$ cat src/hdl/i2crc_defines.vh
// Register offsets, field positions, reset values, response codes and counter width
`ifndef I2CRC_DEFINES_VH
`define I2CRC_DEFINES_VH

`define I2CRC_ADDR_W        4
`define I2CRC_OFF_CTRL      4'h0
`define I2CRC_OFF_RATE      4'h4
`define I2CRC_OFF_STAT      4'h8
`define I2CRC_OFF_MASK      4'hC

`define I2CRC_CTRL_EN       7
`define I2CRC_CTRL_IE       6
`define I2CRC_CTRL_MST      5
`define I2CRC_CTRL_TX       4
`define I2CRC_CTRL_ACK_DISABLE     3
`define I2CRC_CTRL_REPEAT_START_CMD     2

`define I2CRC_CTRL_RST      8'h00
`define I2CRC_RATE_RST      8'h00
`define I2CRC_MASK_RST      8'h00

`define I2CRC_ST_START      0
`define I2CRC_ST_STOP       1
`define I2CRC_ST_RSTART     2
`define I2CRC_ST_ARBL       3
`define I2CRC_ST_BITS       4

`define I2CRC_RESP_OKAY     2'b00
`define I2CRC_RESP_SLVERR   2'b10

`define I2CRC_CNT_W         14

`endif

$ cat src/hdl/i2crc_rate_rom.v
// Clock-rate index decoder: divider and hold counts, registered outputs
`timescale 1ns/1ns
module i2crc_rate_rom (
	input  wire        aclk,
	input  wire        aresetn,
	input  wire [5:0]  index,
	output reg  [11:0] divider,
	output reg  [9:0]  sda_hold,
	output reg  [10:0] start_hold,
	output reg  [10:0] stop_hold
);
	reg  [11:0] div_base;
	reg  [9:0]  sda_base;
	reg  [11:0] dv_full;
	wire [2:0]  low;
	wire [2:0]  grp;

	assign low = index[2:0];
	assign grp = index[5:3];

	// Table decodes as base values per low bits scaled per group
	always @* begin
		case (low)
		3'd0: div_base = 12'd20;
		3'd1: div_base = 12'd22;
		3'd2: div_base = 12'd24;
		3'd3: div_base = 12'd26;
		3'd4: div_base = 12'd28;
		3'd5: div_base = 12'd30;
		3'd6: div_base = 12'd34;
		default: div_base = 12'd40;
		endcase
		sda_base = 10'd7;
		dv_full  = dv(index);
	end

	// Table computed per group from base values and functions; compact enough and exact
	always @(posedge aclk) begin
		if (!aresetn) begin
			divider    <= 12'd20;
			sda_hold   <= 10'd7;
			start_hold <= 11'd6;
			stop_hold  <= 11'd11;
		end else begin
			case (grp)
			3'd0: begin
				divider    <= div_base;
				sda_hold   <= sda_base + {8'd0, low[2:1]};
				start_hold <= div_base[11:1] - 11'd4;
				stop_hold  <= div_base[11:1] + 11'd1;
			end
			default: begin
				divider    <= dv_full;
				sda_hold   <= sd(index);
				start_hold <= dv_full[11:1] - st_off(grp);
				stop_hold  <= dv_full[11:1] + 11'd1;
			end
			endcase
		end
	end

	function [11:0] dv;
		input [5:0] i;
		reg [11:0] b;
		begin
			case (i[2:0])
			3'd0: b = 12'd28;
			3'd1: b = 12'd32;
			3'd2: b = 12'd36;
			3'd3: b = 12'd40;
			3'd4: b = 12'd44;
			3'd5: b = 12'd48;
			3'd6: b = 12'd56;
			default: b = 12'd68;
			endcase
			case (i[5:3])
			3'd1: dv = b;
			3'd2: dv = sub2(i[2:0], 12'd48, 12'd8, 12'd104, 12'd128);
			3'd3: dv = sub2(i[2:0], 12'd80, 12'd16, 12'd192, 12'd240);
			3'd4: dv = sub2(i[2:0], 12'd160, 12'd32, 12'd384, 12'd480);
			3'd5: dv = sub2(i[2:0], 12'd320, 12'd64, 12'd768, 12'd960);
			3'd6: dv = sub2(i[2:0], 12'd640, 12'd128, 12'd1536, 12'd1920);
			default: dv = sub2(i[2:0], 12'd1280, 12'd256, 12'd3072, 12'd3840);
			endcase
		end
	endfunction

	function [11:0] sub2;
		input [2:0]  l;
		input [11:0] base;
		input [11:0] step;
		input [11:0] v6;
		input [11:0] v7;
		begin
			case (l)
			3'd6: sub2 = v6;
			3'd7: sub2 = v7;
			default: sub2 = base + step * {9'd0, l};
			endcase
		end
	endfunction

	function [9:0] sd;
		input [5:0] i;
		reg [9:0] a;
		reg [9:0] s;
		begin
			case (i[5:3])
			3'd1: begin a = 10'd7;   s = 10'd2;   end
			3'd2: begin a = 10'd9;   s = 10'd4;   end
			3'd3: begin a = 10'd9;   s = 10'd8;   end
			3'd4: begin a = 10'd17;  s = 10'd16;  end
			3'd5: begin a = 10'd33;  s = 10'd32;  end
			3'd6: begin a = 10'd65;  s = 10'd64;  end
			default: begin a = 10'd129; s = 10'd128; end
			endcase
			sd = a + s * {8'd0, i[2:1]};
			if (i[5:3] == 3'd1 && i[2:1] == 2'd1)
				sd = 10'd9;
		end
	endfunction

	function [10:0] st_off;
		input [2:0] g;
		begin
			case (g)
			3'd1: st_off = 11'd4;
			3'd2: st_off = 11'd6;
			default: st_off = 11'd2;
			endcase
		end
	endfunction
endmodule

$ cat src/hdl/i2crc_line_drv.v
// Open-drain line driver: registered low-drive with enable
`timescale 1ns/1ns
module i2crc_line_drv (
	input  wire aclk,
	input  wire aresetn,
	input  wire drive_low,
	output reg  line_o,
	output reg  line_oe
);
	// Open drain: only ever drives low, releases otherwise
	always @(posedge aclk) begin
		if (!aresetn) begin
			line_o  <= 1'b0;
			line_oe <= 1'b0;
		end else begin
			line_o  <= 1'b0;
			line_oe <= drive_low;
		end
	end
endmodule

$ cat src/hdl/i2crc_top.v
// Serial bus rate generator and primary control register with AXI4-Lite slave
// Summary of operation
// - The 6-bit clock-rate index selects SCL divider and SDA, start and stop hold counts.
// - SCL rate is the bus clock divided by multiplier times the selected divider.
// - Multiplier code 00 gives 1, 01 gives 2, 10 gives 4.
// - SDA hold, start hold and stop hold each last bus period times multiplier times count.
// - Control bit 7 enables the whole module; with it clear the lines are released. Here irq and the arbitration-loss flag are not gated by it.
// - Control bit 6 gates the pending interrupt onto the request output.
// - Master select rising from 0 to 1 issues a start and makes the block master.
// - Master select falling from 1 to 0 issues a stop and returns the block to slave.
// - Transmit select bit 4 sets direction, 1 transmit and 0 receive.
// - In receive acknowledge cycles SDA is driven from ack disable bit 3.
// - Writing 1 to repeat start bit 2 issues a repeated start only while master.
// - The repeat start bit always reads back as 0.
// - A repeated start at an improper point is treated as lost arbitration.
//
// Design decisions made here: the AXI4-Lite register port and the register addresses.
`timescale 1ns/1ns
`include "i2crc_defines.vh"
module i2crc_top (
	input  wire        aclk,
	input  wire        aresetn,
	input  wire [3:0]  s_axi_awaddr,
	input  wire        s_axi_awvalid,
	output reg         s_axi_awready,
	input  wire [31:0] s_axi_wdata,
	input  wire [3:0]  s_axi_wstrb,
	input  wire        s_axi_wvalid,
	output reg         s_axi_wready,
	output reg  [1:0]  s_axi_bresp,
	output reg         s_axi_bvalid,
	input  wire        s_axi_bready,
	input  wire [3:0]  s_axi_araddr,
	input  wire        s_axi_arvalid,
	output reg         s_axi_arready,
	output reg  [31:0] s_axi_rdata,
	output reg  [1:0]  s_axi_rresp,
	output reg         s_axi_rvalid,
	input  wire        s_axi_rready,
	input  wire        scl_i,
	output wire        scl_o,
	output wire        scl_oe,
	input  wire        sda_i,
	output wire        sda_o,
	output wire        sda_oe,
	input  wire        ack_cycle,
	output reg         master_mode,
	output reg         irq
);
	localparam ST_IDLE   = 3'd0;
	localparam ST_START  = 3'd1;
	localparam ST_RUN    = 3'd2;
	localparam ST_STOPLO = 3'd3;
	localparam ST_STOPHI = 3'd4;
	localparam ST_RSHI   = 3'd5;

	reg  [7:0]  ctrl_q;
	reg  [7:0]  rate_q;
	reg  [3:0]  stat_q;
	reg  [3:0]  stat_d;
	reg  [3:0]  mask_q;
	reg  [2:0]  state_q;
	reg  [`I2CRC_CNT_W-1:0] cnt_q;
	reg         scl_low_q;
	reg         sda_low_q;
	reg         phase_q;
	reg  [3:0]  awaddr_q;
	reg  [31:0] wdata_q;
	reg  [3:0]  wstrb_q;
	reg         aw_have_q;
	reg         w_have_q;
	reg         repeat_start_cmd_req;
	reg         mst_rise;
	reg         mst_fall;
	reg  [31:0] rd_val;
	wire [11:0] divider;
	wire [9:0]  sda_hold;
	wire [10:0] start_hold;
	wire [10:0] stop_hold;
	wire [2:0]  mul_sh;
	wire [`I2CRC_CNT_W-1:0] half_cnt;
	wire [`I2CRC_CNT_W-1:0] start_cnt;
	wire [`I2CRC_CNT_W-1:0] stop_cnt;
	wire [`I2CRC_CNT_W-1:0] sdah_cnt;
	wire        wr_fire;
	wire        en;

	assign en = ctrl_q[`I2CRC_CTRL_EN];

	i2crc_rate_rom u_rom (
		.aclk       (aclk),
		.aresetn    (aresetn),
		.index      (rate_q[5:0]),
		.divider    (divider),
		.sda_hold   (sda_hold),
		.start_hold (start_hold),
		.stop_hold  (stop_hold)
	);

	// Code 11 is undefined; treated as 4 to keep the bus slow rather than fast
	assign mul_sh = (rate_q[7:6] == 2'b00) ? 3'd0 :
			(rate_q[7:6] == 2'b01) ? 3'd1 : 3'd2;
	assign half_cnt  = ({2'b00, divider} << mul_sh) >> 1;
	assign start_cnt = {3'b000, start_hold} << mul_sh;
	assign stop_cnt  = {3'b000, stop_hold} << mul_sh;
	assign sdah_cnt  = {4'b0000, sda_hold} << mul_sh;

	// Write channel: address and data taken in either order
	assign wr_fire = aw_have_q && w_have_q && !s_axi_bvalid;

	always @(posedge aclk) begin
		if (!aresetn) begin
			s_axi_awready <= 1'b0;
			s_axi_wready  <= 1'b0;
			aw_have_q     <= 1'b0;
			w_have_q      <= 1'b0;
			awaddr_q      <= 4'h0;
			wdata_q       <= 32'h0000_0000;
			wstrb_q       <= 4'h0;
			s_axi_bvalid  <= 1'b0;
			s_axi_bresp   <= `I2CRC_RESP_OKAY;
		end else begin
			s_axi_awready <= !aw_have_q && !s_axi_awready && s_axi_awvalid;
			s_axi_wready  <= !w_have_q && !s_axi_wready && s_axi_wvalid;
			if (s_axi_awvalid && s_axi_awready) begin
				aw_have_q <= 1'b1;
				awaddr_q  <= s_axi_awaddr;
			end
			if (s_axi_wvalid && s_axi_wready) begin
				w_have_q <= 1'b1;
				wdata_q  <= s_axi_wdata;
				wstrb_q  <= s_axi_wstrb;
			end
			if (wr_fire) begin
				aw_have_q    <= 1'b0;
				w_have_q     <= 1'b0;
				s_axi_bvalid <= 1'b1;
				s_axi_bresp  <= (awaddr_q[3:2] <= 2'd3) ? `I2CRC_RESP_OKAY
								      : `I2CRC_RESP_SLVERR;
			end else if (s_axi_bvalid && s_axi_bready) begin
				s_axi_bvalid <= 1'b0;
			end
		end
	end

	// Read channel; one cycle from address to data
	always @* begin
		case ({2'b00, s_axi_araddr[3:2]})
		4'd0: rd_val = {24'h00_0000, ctrl_q & 8'hFB};
		4'd1: rd_val = {24'h00_0000, rate_q};
		4'd2: rd_val = {28'h000_0000, stat_q};
		4'd3: rd_val = {28'h000_0000, mask_q};
		default: rd_val = 32'h0000_0000;
		endcase
	end

	always @(posedge aclk) begin
		if (!aresetn) begin
			s_axi_arready <= 1'b0;
			s_axi_rvalid  <= 1'b0;
			s_axi_rdata   <= 32'h0000_0000;
			s_axi_rresp   <= `I2CRC_RESP_OKAY;
		end else begin
			s_axi_arready <= !s_axi_rvalid && !s_axi_arready && s_axi_arvalid;
			if (s_axi_arvalid && s_axi_arready) begin
				s_axi_rvalid <= 1'b1;
				s_axi_rdata  <= rd_val;
				s_axi_rresp  <= `I2CRC_RESP_OKAY;
			end else if (s_axi_rvalid && s_axi_rready) begin
				s_axi_rvalid <= 1'b0;
			end
		end
	end

	// Control and rate registers; edges of master select decoded at write
	always @* begin
		repeat_start_cmd_req = 1'b0;
		mst_rise = 1'b0;
		mst_fall = 1'b0;
		if (wr_fire && awaddr_q[3:2] == 2'd0 && wstrb_q[0]) begin
			repeat_start_cmd_req = wdata_q[`I2CRC_CTRL_REPEAT_START_CMD];
			mst_rise = wdata_q[`I2CRC_CTRL_MST] && !ctrl_q[`I2CRC_CTRL_MST];
			mst_fall = !wdata_q[`I2CRC_CTRL_MST] && ctrl_q[`I2CRC_CTRL_MST];
		end
	end

	always @(posedge aclk) begin
		if (!aresetn) begin
			ctrl_q <= `I2CRC_CTRL_RST;
			rate_q <= `I2CRC_RATE_RST;
			mask_q <= 4'h0;
		end else begin
			if (wr_fire && wstrb_q[0]) begin
				case (awaddr_q[3:2])
				2'd0: ctrl_q <= wdata_q[7:0] & 8'hFB;
				2'd1: rate_q <= wdata_q[7:0];
				2'd3: mask_q <= wdata_q[3:0];
				default: ;
				endcase
			end
			// Mode drops back to slave on lost arbitration or disable
			if (stat_d[`I2CRC_ST_ARBL] && !stat_q[`I2CRC_ST_ARBL] || !en)
				ctrl_q[`I2CRC_CTRL_MST] <= 1'b0;
		end
	end

	// SCL and condition sequencer
	always @(posedge aclk) begin
		if (!aresetn || !en) begin
			state_q   <= ST_IDLE;
			cnt_q     <= {`I2CRC_CNT_W{1'b0}};
			scl_low_q <= 1'b0;
			sda_low_q <= 1'b0;
			phase_q   <= 1'b0;
		end else begin
			case (state_q)
			ST_IDLE: begin
				scl_low_q <= 1'b0;
				// Slave receiver acknowledges from the same control bits
				sda_low_q <= ack_cycle && !ctrl_q[`I2CRC_CTRL_TX] &&
					     !ctrl_q[`I2CRC_CTRL_ACK_DISABLE];
				if (mst_rise) begin
					sda_low_q <= 1'b1;
					cnt_q     <= start_cnt;
					state_q   <= ST_START;
				end
			end
			ST_START: begin
				// Stop asked during the start hold must not leave the clock running
				if (mst_fall) begin
					scl_low_q <= 1'b1;
					sda_low_q <= 1'b1;
					cnt_q     <= half_cnt;
					state_q   <= ST_STOPLO;
				end else if (cnt_q <= 1) begin
					scl_low_q <= 1'b1;
					sda_low_q <= 1'b0;
					phase_q   <= 1'b0;
					cnt_q     <= half_cnt;
					state_q   <= ST_RUN;
				end else
					cnt_q <= cnt_q - 1'b1;
			end
			ST_RUN: begin
				if (mst_fall) begin
					scl_low_q <= 1'b1;
					sda_low_q <= 1'b1;
					cnt_q     <= half_cnt;
					state_q   <= ST_STOPLO;
				end else if (repeat_start_cmd_req && !scl_low_q) begin
					sda_low_q <= 1'b1;
					cnt_q     <= start_cnt;
					state_q   <= ST_START;
				end else if (cnt_q <= 1) begin
					scl_low_q <= !scl_low_q;
					cnt_q     <= half_cnt;
				end else begin
					cnt_q <= cnt_q - 1'b1;
					// Data changes only after the hold from the falling edge
					if (scl_low_q && half_cnt - cnt_q == sdah_cnt)
						sda_low_q <= ack_cycle && !ctrl_q[`I2CRC_CTRL_TX] &&
							     !ctrl_q[`I2CRC_CTRL_ACK_DISABLE];
				end
			end
			ST_STOPLO: begin
				if (cnt_q <= 1) begin
					scl_low_q <= 1'b0;
					cnt_q     <= stop_cnt;
					state_q   <= ST_STOPHI;
				end else
					cnt_q <= cnt_q - 1'b1;
			end
			ST_STOPHI: begin
				if (cnt_q <= 1) begin
					sda_low_q <= 1'b0;
					state_q   <= ST_IDLE;
				end else
					cnt_q <= cnt_q - 1'b1;
			end
			default: state_q <= ST_IDLE;
			endcase
		end
	end

	// Status: set wins over write-one-to-clear
	always @* begin
		stat_d = stat_q;
		if (wr_fire && awaddr_q[3:2] == 2'd2 && wstrb_q[0])
			stat_d = stat_q & ~wdata_q[3:0];
		if (state_q == ST_IDLE && mst_rise && en)
			stat_d[`I2CRC_ST_START] = 1'b1;
		if (state_q == ST_STOPHI && cnt_q <= 1)
			stat_d[`I2CRC_ST_STOP] = 1'b1;
		if (state_q == ST_RUN && repeat_start_cmd_req && !mst_fall && !scl_low_q)
			stat_d[`I2CRC_ST_RSTART] = 1'b1;
		// Repeat start outside master run, or mid low phase, is an arbitration loss
		if (repeat_start_cmd_req && !mst_rise && (state_q != ST_RUN || scl_low_q))
			stat_d[`I2CRC_ST_ARBL] = 1'b1;
	end

	always @(posedge aclk) begin
		if (!aresetn) begin
			stat_q      <= 4'h0;
			irq         <= 1'b0;
			master_mode <= 1'b0;
		end else begin
			stat_q      <= stat_d;
			irq         <= ctrl_q[`I2CRC_CTRL_IE] && |(stat_q & mask_q);
			master_mode <= ctrl_q[`I2CRC_CTRL_MST] && en;
		end
	end

	i2crc_line_drv u_scl (
		.aclk      (aclk),
		.aresetn   (aresetn),
		.drive_low (scl_low_q && en),
		.line_o    (scl_o),
		.line_oe   (scl_oe)
	);

	i2crc_line_drv u_sda (
		.aclk      (aclk),
		.aresetn   (aresetn),
		.drive_low (sda_low_q && en),
		.line_o    (sda_o),
		.line_oe   (sda_oe)
	);
endmodule

$ cat config.mk
export PLATFORM = sky130hd
export DESIGN_NAME = i2crc_top
export DESIGN_NICKNAME = d
export VERILOG_FILES = /design/src/hdl/i2crc_rate_rom.v /design/src/hdl/i2crc_line_drv.v /design/src/hdl/i2crc_top.v
export VERILOG_INCLUDE_DIRS = /design/src /design/src/hdl
export SDC_FILE = /design/constraint.sdc
export NUM_CORES = 1
export LEC_CHECK = 0
export BUFFER_PORTS_ARGS = -buffer_cell sky130_fd_sc_hd__buf_2
export CORE_MARGIN = 1
export CORE_UTILIZATION = 30
export DETAILED_ROUTE_END_ITERATION = 6
export SLEW_MARGIN = 20
export SYNTH_ARGS = -nofsm -noshare
export SYNTH_HDL_FRONTEND = slang
export SYNTH_SLANG_ARGS = --single-unit
$ cat constraint.sdc
create_clock -name aclk -period 4.6 [get_ports aclk]
set_clock_uncertainty 0.2 [all_clocks]
set_input_delay 0 -clock aclk [delete_from_list [all_inputs] [get_ports aclk]]
set_output_delay 0 -clock aclk [all_outputs]
set_load 0.03 [all_outputs]
==> run summary <==
The flow ran to the end, and the final reports show no timing, DRC or antenna violations. For this design the ratio of total power to cell area is 193.3 nW/um^2. The worst path in the final design needs a cycle of 4.111 ns, including I/O delays and setup. The path class of the lowest-slack min-delay path is input port to flip-flop. STA puts the critical path data arrival time at 4.16 ns. Global routing used 17.40% of the available tracks.

In this run the register-to-register setup slack is 0.49 ns. The hold-critical path depth came out at 5. The clock transition at the register clock pins on the worst setup and hold paths after CTS was 0.08 ns; the first-pass GRT wire length was 40.19 mm. The final worst-path cycle share was 89.36%. The HPWL reported at the end of detailed placement is 18.44 mm. The run gives 7572 as the via count of the first global-routing pass.

The run gives 9 as the CTS buffer count. The worst setup path is launched from a flip-flop. In the final layout, flip-flops and latches occupy 2185 sq um. The clock network burns 42.7% of the power.

The share of async-settable or async-resettable flops after synthesis was 0%; the number of antenna violations at the first check in global routing was 0. Setup-violating endpoint count in the final report: 0. Summed over all nets, the switching power comes to 476.5 uW. The number of max-slew violations in the final report came out at 0. The H-tree generated during clock tree synthesis spans 3 levels. The repair_antennas step left the layout with diodes totalling 0. The achievable clock frequency was 243.3 MHz.

Setup repair after global routing left no endpoint under its margin. Leaving out fill and tap cells, the most frequent cells in the layout are sky130_fd_sc_hd__nand2_1 (146), sky130_fd_sc_hd__dfxtp_1 (107), sky130_fd_sc_hd__a21oi_1 (106), sky130_fd_sc_hd__nor2_1 (101), sky130_fd_sc_hd__o21ai_0 (56). The worst setup path is captured at a flip-flop. The static power due to leakage is 0.003729 uW. The worst-case IR drop observed on VDD is 0.0001681 V. The core region is 27780 sq um.

The most critical setup path has its startpoint at rate_q[6]. Relative to the synthesized area, the layout overhead comes to 12.78%. Buffers placed on the I/O ports in this run total 37.

For the pre-CTS setup slack, the log shows 0.5804 ns. Summed over all layers, the routed wires come to 24.77 mm. The floorplan step set the die height to 169.9 um. Most common library cell in the layout ignoring fill and taps: sky130_fd_sc_hd__nand2_1. Summing over every cut layer, the via total after detailed routing is 8039.

Sequential cells burn 51.9% of the power. The cell internal power dissipation came out at 1368 uW. Along the worst path, the maximum fanout reaches 18.

At the pin with the least slew margin, the transition time is 0.9657 ns. The run gives 81 as the count of different cell masters after synthesis. Combinational logic is responsible for 5.4% of the overall power. The overall die area is 28870 sq um, and the number of clock sinks is 109.

The run gives 5667 sq um as the area used by multi-input combinational logic. The later pin in the worst-skew pair is clocked with a latency of 0.36 ns. The filler cells instantiated in the layout total 2936. The via density per instance works out to 5.247.

For this block, the initial DRC count from the detailed router was 650. The endpoint of the worst register-to-register path is sda_low_q. The synthesized area per cell was 7.642 sq um.

For the final routed database, the setup TNS stands at 0 ns. The maximum number of buffers from clock root to sink is 2, and the area of the mapped netlist is 8459 sq um. During I/O placement, the number of pins put on the boundary was 101. On the final layout, the worst hold slack is 0.1850 ns. The depth of the most critical reg-to-reg path was 12; the worst max-slew margin expressed relative to the limit was 35.38%. The tools report the worst endpoint required time as 4.65 ns. By startpoint and endpoint, the worst setup path is classified as flip-flop to flip-flop. The number of flip-flops and latches in the synthesized netlist was 109; the number of failing hold endpoints at the final stage was 0.

The design draws 1844 uW. The sequential-to-total area share from yosys stat was 25.80%. The number of buffers inserted to repair setup after CTS is 0, and the final critical-path setup slack is 0.4894 ns. The path with the worst hold slack has its endpoint at sda_low_q.

In this run the remaining antenna-violating nets after routing total 0. The count of mapped cells out of synthesis came out at 1107. For this configuration, the core starts out at a cell density of 30.45%.

The pre-antenna-repair detailed-routing pass consisted of 5 iterations. The congestion estimate from routability-driven global placement came to 0.9140. The startpoint of the worst register-to-register path is rate_q[6].

The tools report the clock tree root buffer cell as sky130_fd_sc_hd__clkbuf_16. Net switching is 25.83% of the power. The fraction of final layout cells with drive strength greater than 1 is 9.185%.

In the synthesized netlist the dominant register cell turns out to be sky130_fd_sc_hd__dfxtp_1. Counting flops with a built-in enable in the synthesized netlist gives 0. The width of the die is 169.9 um. The worst hold path startpoint was ack_cycle. After detailed routing, the average wire length per cell comes to 16.17 um.

TritonCTS built the clock tree. The row count came out at 61. The number of maximum-capacitance constraint violations came out at 0. The total global routing overflow was 0; the number of nets in the finished design was 1253. Residual DRC count: 0. Yosys printed 0 warnings.

Entering global routing, the biggest net connects 48 pins.
==> critical path, stage by stage, from the launching register on <==
cell	delay, ns
sky130_fd_sc_hd__dfxtp_2	0.64
sky130_fd_sc_hd__buf_4	0.31
sky130_fd_sc_hd__mux2i_1	0.09
sky130_fd_sc_hd__o21ai_0	0.42
sky130_fd_sc_hd__ha_1	0.40
sky130_fd_sc_hd__nand3_1	0.16
sky130_fd_sc_hd__nand3b_1	0.11
sky130_fd_sc_hd__a211o_1	0.34
sky130_fd_sc_hd__a21oi_1	0.24
sky130_fd_sc_hd__xnor2_1	0.10
sky130_fd_sc_hd__nor4_1	0.37
sky130_fd_sc_hd__a31oi_1	0.25
sky130_fd_sc_hd__mux2_1	0.36
==> power groups by stage <==
| stage | logic [uW] | clock network [uW] | registers (uW) |
|---|---|---|---|
| floorplan | 76.8 | 0 | 981 |
| global placement | 76.9 | 0 | 980 |
| detailed placement | 77.4 | 0 | 980 |
| CTS | 97.6 | 804 | 958 |
| global route | 107 | 841 | 959 |
| finish | 99.1 | 787 | 958 |
==> metal layers <==
metal | track usage [%] | part of all wire [%] | wire length (um)
met5 | 0 | 0 | 0
met4 | 7.325 | 3.7 | 907
met3 | 3.442 | 5.6 | 1381
met2 | 27.30 | 45 | 11090
met1 | 23.14 | 46 | 11390
==> sequential cells by signal (all words and copies together), names as in the netlist, 2 cells and up <==
| name | count |
|---|---|
| cnt_q | 14 |
| u_rom.start_hold | 11 |
| u_rom.sda_hold | 10 |
| u_rom.divider | 9 |
| rate_q | 8 |
| s_axi_rdata | 8 |
| wdata_q | 8 |
| ctrl_q | 7 |
| u_rom.stop_hold | 7 |
| mask_q | 4 |
| stat_q | 4 |
| state_q | 3 |
| awaddr_q | 2 |
==> stage by stage <==
step / instance area (sq um) / std cells / utilization (%)
after CTS: 9540 / 1532 / 34.34
after detailed placement: 8828 / 1475 / 31.78
after global routing: 9540 / 1532 / 34.34
final: 9540 / 1532 / 34.34
after global placement: 8828 / 1475 / 31.78
after floorplan: 8568 / 1136 / -
==> what timing repair did <==
action / in CTS / in global routing
hold endpoints to repair: 44 / 0
resized for setup: 0 / 0
hold buffers: 41 / 0
==> Yosys cell counts (5+ instances only) <==
cell type                  number  area, sq um
sky130_fd_sc_hd__nand2_1      146        548.0
sky130_fd_sc_hd__dfxtp_1      109         2182
sky130_fd_sc_hd__a21oi_1      106        530.5
sky130_fd_sc_hd__nor2_1       101        379.1
sky130_fd_sc_hd__o21ai_0       56        280.3
sky130_fd_sc_hd__inv_1         50        187.7
sky130_fd_sc_hd__mux2i_1       46        460.4
sky130_fd_sc_hd__ha_1          41        513.0
sky130_fd_sc_hd__clkbuf_1      38        142.6
sky130_fd_sc_hd__buf_4         35        262.8
sky130_fd_sc_hd__xnor2_1       34        297.8
sky130_fd_sc_hd__nand3_1       31        155.2
sky130_fd_sc_hd__a211oi_1      18        135.1
sky130_fd_sc_hd__nand2b_1      18        112.6
sky130_fd_sc_hd__o22ai_1       18        112.6
sky130_fd_sc_hd__nor2b_1       16        100.1
sky130_fd_sc_hd__buf_2         14        70.07
sky130_fd_sc_hd__a21o_1        13        97.59
sky130_fd_sc_hd__nor3_1        13        65.06
sky130_fd_sc_hd__a22oi_1       11        82.58
sky130_fd_sc_hd__and2_1        11        68.82
sky130_fd_sc_hd__a31oi_1       10        62.56
sky130_fd_sc_hd__o211ai_1      10        75.07
sky130_fd_sc_hd__and3_1         9        56.30
sky130_fd_sc_hd__fa_1           9        180.2
sky130_fd_sc_hd__mux2_2         9        101.4
sky130_fd_sc_hd__nor4_1         8        50.05
sky130_fd_sc_hd__xor2_1         8        70.07
sky130_fd_sc_hd__o31ai_1        7        52.55
sky130_fd_sc_hd__nand4_1        6        37.54
sky130_fd_sc_hd__o21ai_1        6        30.03
sky130_fd_sc_hd__nand3b_1       5        37.54
sky130_fd_sc_hd__nor4b_1        5        43.79
sky130_fd_sc_hd__nor4b_2        5        75.07
sky130_fd_sc_hd__or3_1          5        31.28
==> how the worst max path moves through the flow <==
stage,slack (ns),cells after the start,to
3_3_place_gp,0.59,12,sda_low_q
3_5_place_dp,0.58,12,sda_low_q
5_1_grt,0.15,14,sda_low_q
4_1_cts,0.57,13,sda_low_q
6_report,0.49,12,sda_low_q
2_1_floorplan,1.08,14,sda_low_q
==> final cells by class <==
type                            instances  area share (%)
Tap cell                              378           4.957
Clock buffer                            9           2.361
Multi-Input combinational cell        883           59.40
Sequential cell                       109           22.90
Timing Repair Buffer                   95           7.580
Inverter                               51           2.007
Clock inverter                          7          0.8000
==> cells by family (layout without fill, tap and decap cells) <==
kind of cell / count (synthesis) / in the layout / synth area share [%]
muxes: 63 / 63 / 8.283
other: 1 / 30 / 0.04433
DFF: 109 / 109 / 25.79
and+or+nand+nor: 400 / 400 / 22.85
AOI/OAI and AO/OA: 298 / 298 / 21.98
buffers and inverters: 144 / 162 / 8.505
adders and majority gates: 50 / 50 / 8.194
xor gates and xnor gates: 42 / 42 / 4.349
Note: power is estimated with default switching activity, not from simulation.
